$ cat config.mk
export PLATFORM = sky130hd
export DESIGN_NAME = vref_bias_ctrl
export DESIGN_NICKNAME = d
export VERILOG_FILES = /design/src/vref_pkg.sv /design/src/vref_bias_ctrl.sv
export SDC_FILE = /design/constraint.sdc
export NUM_CORES = 1
export LEC_CHECK = 0
export BUFFER_PORTS_ARGS = -buffer_cell sky130_fd_sc_hd__clkbuf_2
export CAP_MARGIN = 20
export CORE_AREA = 2 2 39 41
export CTS_BUF_LIST = sky130_fd_sc_hd__clkbuf_8
export DETAILED_ROUTE_END_ITERATION = 10
export DIE_AREA = 0 0 41 43
export PLACE_DENSITY = 0.84
export SYNTH_ARGS = -nofsm -noshare
export SYNTH_HDL_FRONTEND = slang
export SYNTH_SLANG_ARGS = --single-unit
$ cat constraint.sdc
create_clock -name ref_clk -period 2.5 [get_ports ref_clk]
set_input_delay 0.5 -clock ref_clk [delete_from_list [all_inputs] [get_ports ref_clk]]
set_output_delay 0.5 -clock ref_clk [all_outputs]
set_load 0.02 [all_outputs]
$ cat src/vref_pkg.sv
package vref_pkg;
   // ------------------------------------------------------------
   // Register map
   // ------------------------------------------------------------
   localparam logic [7:0] REFERENCE_CONTROL_ADDR = 8'hD1;
   localparam logic [7:0] REFERENCE_CONTROL_RESET = 8'h00;
   // ------------------------------------------------------------
   // Field positions
   // ------------------------------------------------------------
   localparam int REFERENCE_BUFFER_ENABLE_BIT = 0;
   localparam int ADC_BIAS_ENABLE_BIT = 1;
   localparam int TEMP_SENSOR_ENABLE_BIT = 2;
   localparam int REFERENCE_SOURCE_SELECT_BIT = 3;
   localparam logic [7:0] REFERENCE_CONTROL_USED_MASK = 8'h0F;
   // ------------------------------------------------------------
   // Reference source encodings
   // ------------------------------------------------------------
   localparam logic SOURCE_EXTERNAL_PIN = 1'b0;
   localparam logic SOURCE_SUPPLY = 1'b1;
endpackage

$ cat src/vref_bias_ctrl.sv
`timescale 1ns/1ps
// Operation
// Bit 3 selects reference: 0 external pin, 1 supply voltage.
// Writing 1 to bit 1 enables ADC bias generator unconditionally.
// ADC bias enable forced high while ADC or oscillator is enabled.
// Reference bias enabled by internal reference, temp sensor or multiplier.
// Bit 2 turns temp sensor on; 0 holds it off, output high-impedance.
// Bit 0 enables reference buffer driving internal reference onto pin.
// Upper bits 7..4 read zero and ignore writes.
// Software should make reference pin analog input and crossbar skip it.
// Stored bits update on write edge; bias outputs follow from stored bits.
module vref_bias_ctrl
   import vref_pkg::*;
(
   // Clock and reset
   input wire logic ref_clk,
   input wire logic arst_n,
   input wire logic clk_en,
   // Special-function register port
   input wire logic [7:0] sfr_addr,
   input wire logic sfr_wr,
   input wire logic sfr_rd,
   input wire logic [7:0] sfr_wdata,
   output logic [7:0] sfr_rdata,
   // Peripheral enables, same clock domain
   input wire logic adc_enable,
   input wire logic int_osc_enable,
   input wire logic clock_mult_enable,
   // Analog controls
   output logic reference_source_select,
   output logic temp_sensor_enable,
   output logic reference_buffer_enable,
   output logic adc_bias_enable,
   output logic reference_bias_enable
);
   // ------------------------------------------------------------
   // Decode
   // ------------------------------------------------------------
   logic [7:0] ctrl_reg;
   wire logic [7:0] ctrl_next;
   logic [7:0] rdata_next;
   logic hit;
   logic wr_hit;
   logic rd_hit;
   logic adc_bias_next;
   logic ref_bias_next;
   assign hit = (sfr_addr == REFERENCE_CONTROL_ADDR);
   assign wr_hit = hit && sfr_wr;
   assign rd_hit = hit && sfr_rd;
   // ------------------------------------------------------------
   // Field storage, one slice per register bit
   // ------------------------------------------------------------
   // Upper bits are never stored, so they cannot leak back on reads
   genvar gi;
   generate
      for (gi = 0; gi < 8; gi = gi + 1) begin : g_field
         if (REFERENCE_CONTROL_USED_MASK[gi]) begin : g_used
            assign ctrl_next[gi] = wr_hit ? sfr_wdata[gi] : ctrl_reg[gi];
         end else begin : g_unused
            assign ctrl_next[gi] = 1'b0;
         end
      end
   endgenerate
   // ------------------------------------------------------------
   // Read data
   // ------------------------------------------------------------
   // Read during write returns the value being written
   assign rdata_next = rd_hit ? (ctrl_next & REFERENCE_CONTROL_USED_MASK) : 8'h00;
   // Combine with peripheral requests; computed from next state so outputs stay flopped
   assign adc_bias_next = ctrl_next[ADC_BIAS_ENABLE_BIT] | adc_enable | int_osc_enable;
   // The internal reference is in use whenever its buffer is on
   assign ref_bias_next = ctrl_next[REFERENCE_BUFFER_ENABLE_BIT]
                        | ctrl_next[TEMP_SENSOR_ENABLE_BIT] | clock_mult_enable;
   // ------------------------------------------------------------
   // Registers
   // ------------------------------------------------------------
   // Control register
   always_ff @(posedge ref_clk or negedge arst_n) begin
      if (!arst_n) begin
         ctrl_reg <= REFERENCE_CONTROL_RESET;
      end else if (clk_en) begin
         ctrl_reg <= ctrl_next;
      end
   end
   // ------------------------------------------------------------
   // Bias outputs
   // ------------------------------------------------------------
   // One cycle behind their causes, traded for outputs straight from flops
   always_ff @(posedge ref_clk or negedge arst_n) begin
      if (!arst_n) begin
         adc_bias_enable <= 1'b0;
      end else if (clk_en) begin
         adc_bias_enable <= adc_bias_next;
      end
   end
   always_ff @(posedge ref_clk or negedge arst_n) begin
      if (!arst_n) begin
         reference_bias_enable <= 1'b0;
      end else if (clk_en) begin
         reference_bias_enable <= ref_bias_next;
      end
   end
   // ------------------------------------------------------------
   // Read data register
   // ------------------------------------------------------------
   always_ff @(posedge ref_clk or negedge arst_n) begin
      if (!arst_n) begin
         sfr_rdata <= 8'h00;
      end else if (clk_en) begin
         sfr_rdata <= rdata_next;
      end
   end
   // Fields map straight from the stored register
   assign reference_source_select = ctrl_reg[REFERENCE_SOURCE_SELECT_BIT];
   assign temp_sensor_enable = ctrl_reg[TEMP_SENSOR_ENABLE_BIT];
   assign reference_buffer_enable = ctrl_reg[REFERENCE_BUFFER_ENABLE_BIT];
endmodule

==> results.md <==
- Status: finished clean
- Static leakage: approximately 0.00038 uW
- Drt wl/cell: 13.8 microns
- Htree depth: 1
- Post-CTS Setup Inserts: 0
- Chip width: 41 microns
- DRC violations left: 0
- Cell count after synthesis: 43
- Cell variety after synth: 18
- Global route total overflow: 0
- Setup WS pre-CTS: 0.835 ns
- Core Area: between 1000 and 1500 sq um
- Clk root buf: clkbuf_8
- Cell taking the most area after synthesis: dfrtp_1
- Net switching power: around 91 uW
- Avg Inst Size Synth: 12.2 sq um
- Final Hold Fails: 0
- Fmax: 687 MHz
- Clock network power share: between 40% and 50%
- Most frequent cells in the layout: 28 x clkbuf_2, 10 x dfrtp_1, 5 x mux2i_1
- Share of the synthesized area in the top cell type: 47.8%
- Max-slew violations: 0
- ANT nets after route: 0
- Via count: 455
- Initial antenna violation count: 0
- Power, Total: 386 uW
- Ys Warns: 0
- Critical Path End Type: register
- Area grow syn2layout: 34.0%
- Int Power: 295 uW
- Starting density of the core: 37.8%
- Core Util, Final: 50.6%
- Final GP Congestion: approximately 0.76
- CTS Buf Count: 3
- N_diodes: 0
- Switching Fraction: 23.5%
- Die span in y: 43 microns
- Setup CP Type: in2reg
- Most common cell after layout, fill and taps aside: clkbuf_2
- Total track usage: roughly 16%
- Nets@finish: 98
- Comb power frac: 13.6%
- Vias in the first global route: 447
- Drt first-iter violations: 9
- IO Port Bufs: 28
- First-pass GRT wire length: 1.88 mm
- Hold Path Class: in2async
- Post-cts resize count: 0
- Seq pwr share: 44.1%
- Crit-path max FO: 6
- Max clock buf depth: 2
- Die ar.: about 1800 sq um
- DR pass1 iterations: 4
- Row Count: 14
- Synth top area cells: dfrtp_1 48%, mux2i_1 9.6%, mux2_2 8.6%, o2bb2ai_1 6.7%, buf_4 5.7%
- FF-to-FF setup slack: 1.56 ns
- Routed wire length: ~1.2 mm
- Clock sink total: 10
- Fill cells: approximately 130
- Largest net degree at the start of global routing: 11
- Final worst setup slack: approximately 1.0 ns
- Via density: slightly above 5
- Max-cap violation count: 0
- Hold buffers post-CTS: 0
- Synthesized cell area: 523 sq um
- Final worst clock skew: 0.00318 ns
- CP Launch Type: input port
- Share of cells above drive strength 1: 51.4%
- Peak VDD IR: 352 uV
- PwrDens: roughly 550 nW/um^2
- Setup TNS: 0 ns
- FF+latch count, synth: 10
- Period utilisation layout: 58.3%
- Clock Latency Late Sink: 0.23 ns
- Setup-failing EPs final: 0
- RSZ-0062 raised after global routing: false
- Post-layout min period: 1.46 ns
- CTS tree: done
- Seq/Total Area, Yosys: 47.8%
- Critical path arrival: ~1.6 ns
- Ports placed on the boundary: 37
- Required @ worst endpoint: approximately 2.6 ns
- Worst-path clk slew: 0.05 ns
==> synth_stat cells <==
cell,count
o2bb2ai_1,4
a31oi_1,1
and4bb_2,2
and4_1,1
o21ai_0,1
or3_1,1
nand4_1,2
o32a_1,1
inv_1,2
a41o_1,1
conb_1,1
nor2_1,1
buf_4,4
dfrtp_1,10
a311oi_1,1
mux2_2,4
buf_2,1
mux2i_1,5
==> area by class of cell <==
type                            instances  area (sq um)  area share, %
Tap cell                               16          20.0           2.86
Clock buffer                            3          41.3           5.89
Inverter                                2          7.51           1.07
Multi-Input combinational cell         29           241           34.5
Sequential cell                        10           250           35.7
Timing Repair Buffer                   28           140           20.0
==> final timing paths <==
| path | from | endpoint | depth (start not counted) |
|---|---|---|---|
| max | sfr_addr[5] | ctrl_reg[1] | 4 |
| min reg2reg | sfr_rdata[3] | sfr_rdata[3] | 1 |
| min in group ref_clk | sfr_rdata[3] | sfr_rdata[3] | 1 |
| min | arst_n | ctrl_reg[0] | 1 |
| max in group asynchronous | arst_n | ctrl_reg[3] | 1 |
| max reg2reg | ctrl_reg[2] | reference_bias_enable | 2 |
==> worst max-delay path: stages <==
cell      delay (ns)
clkbuf_2        0.08
and4bb_2        0.36
nand4_1         0.28
mux2_2          0.36
==> per-layer routing <==
layer / track usage [%] / up-vias / part of all wire [%]
met5: 0 / - / 0
met1: 19.9 / 216 / 43
met2: 24.4 / 22 / 49
met4: 10.0 / 0 / 0.33
li1: - / 215 / -
met3: 3.14 / 2 / 7.2
==> stage by stage <==
stage	std cells	cell area, sq um	hold slack [ns]
after floorplan	46	534	0.204
after global placement	85	659	0.374
after detailed placement	85	659	0.382
after CTS	88	701	0.135
after global routing	88	701	0.148
final	88	701	0.130
==> cell families after synthesis <==
logic type / count (synthesis) / share of synthesized area [%]
AND/OR/NAND/NOR: 7 / 10.8
buffers and inverters: 7 / 8.13
other: 1 / 0.717
multiplexers: 9 / 18.2
AO/OA/AOI/OAI: 9 / 14.4
flip-flops: 10 / 47.8
==> power groups by stage <==
stage	Clock, uW	Sequential (uW)	Combinational (uW)
after global placement	0	172	51.9
after global routing	174	171	57.7
final	163	170	52.6
after floorplan	0	178	26.6
after CTS	166	170	52.9
after detailed placement	0	173	52.7
(Power assumes the default switching activity.)
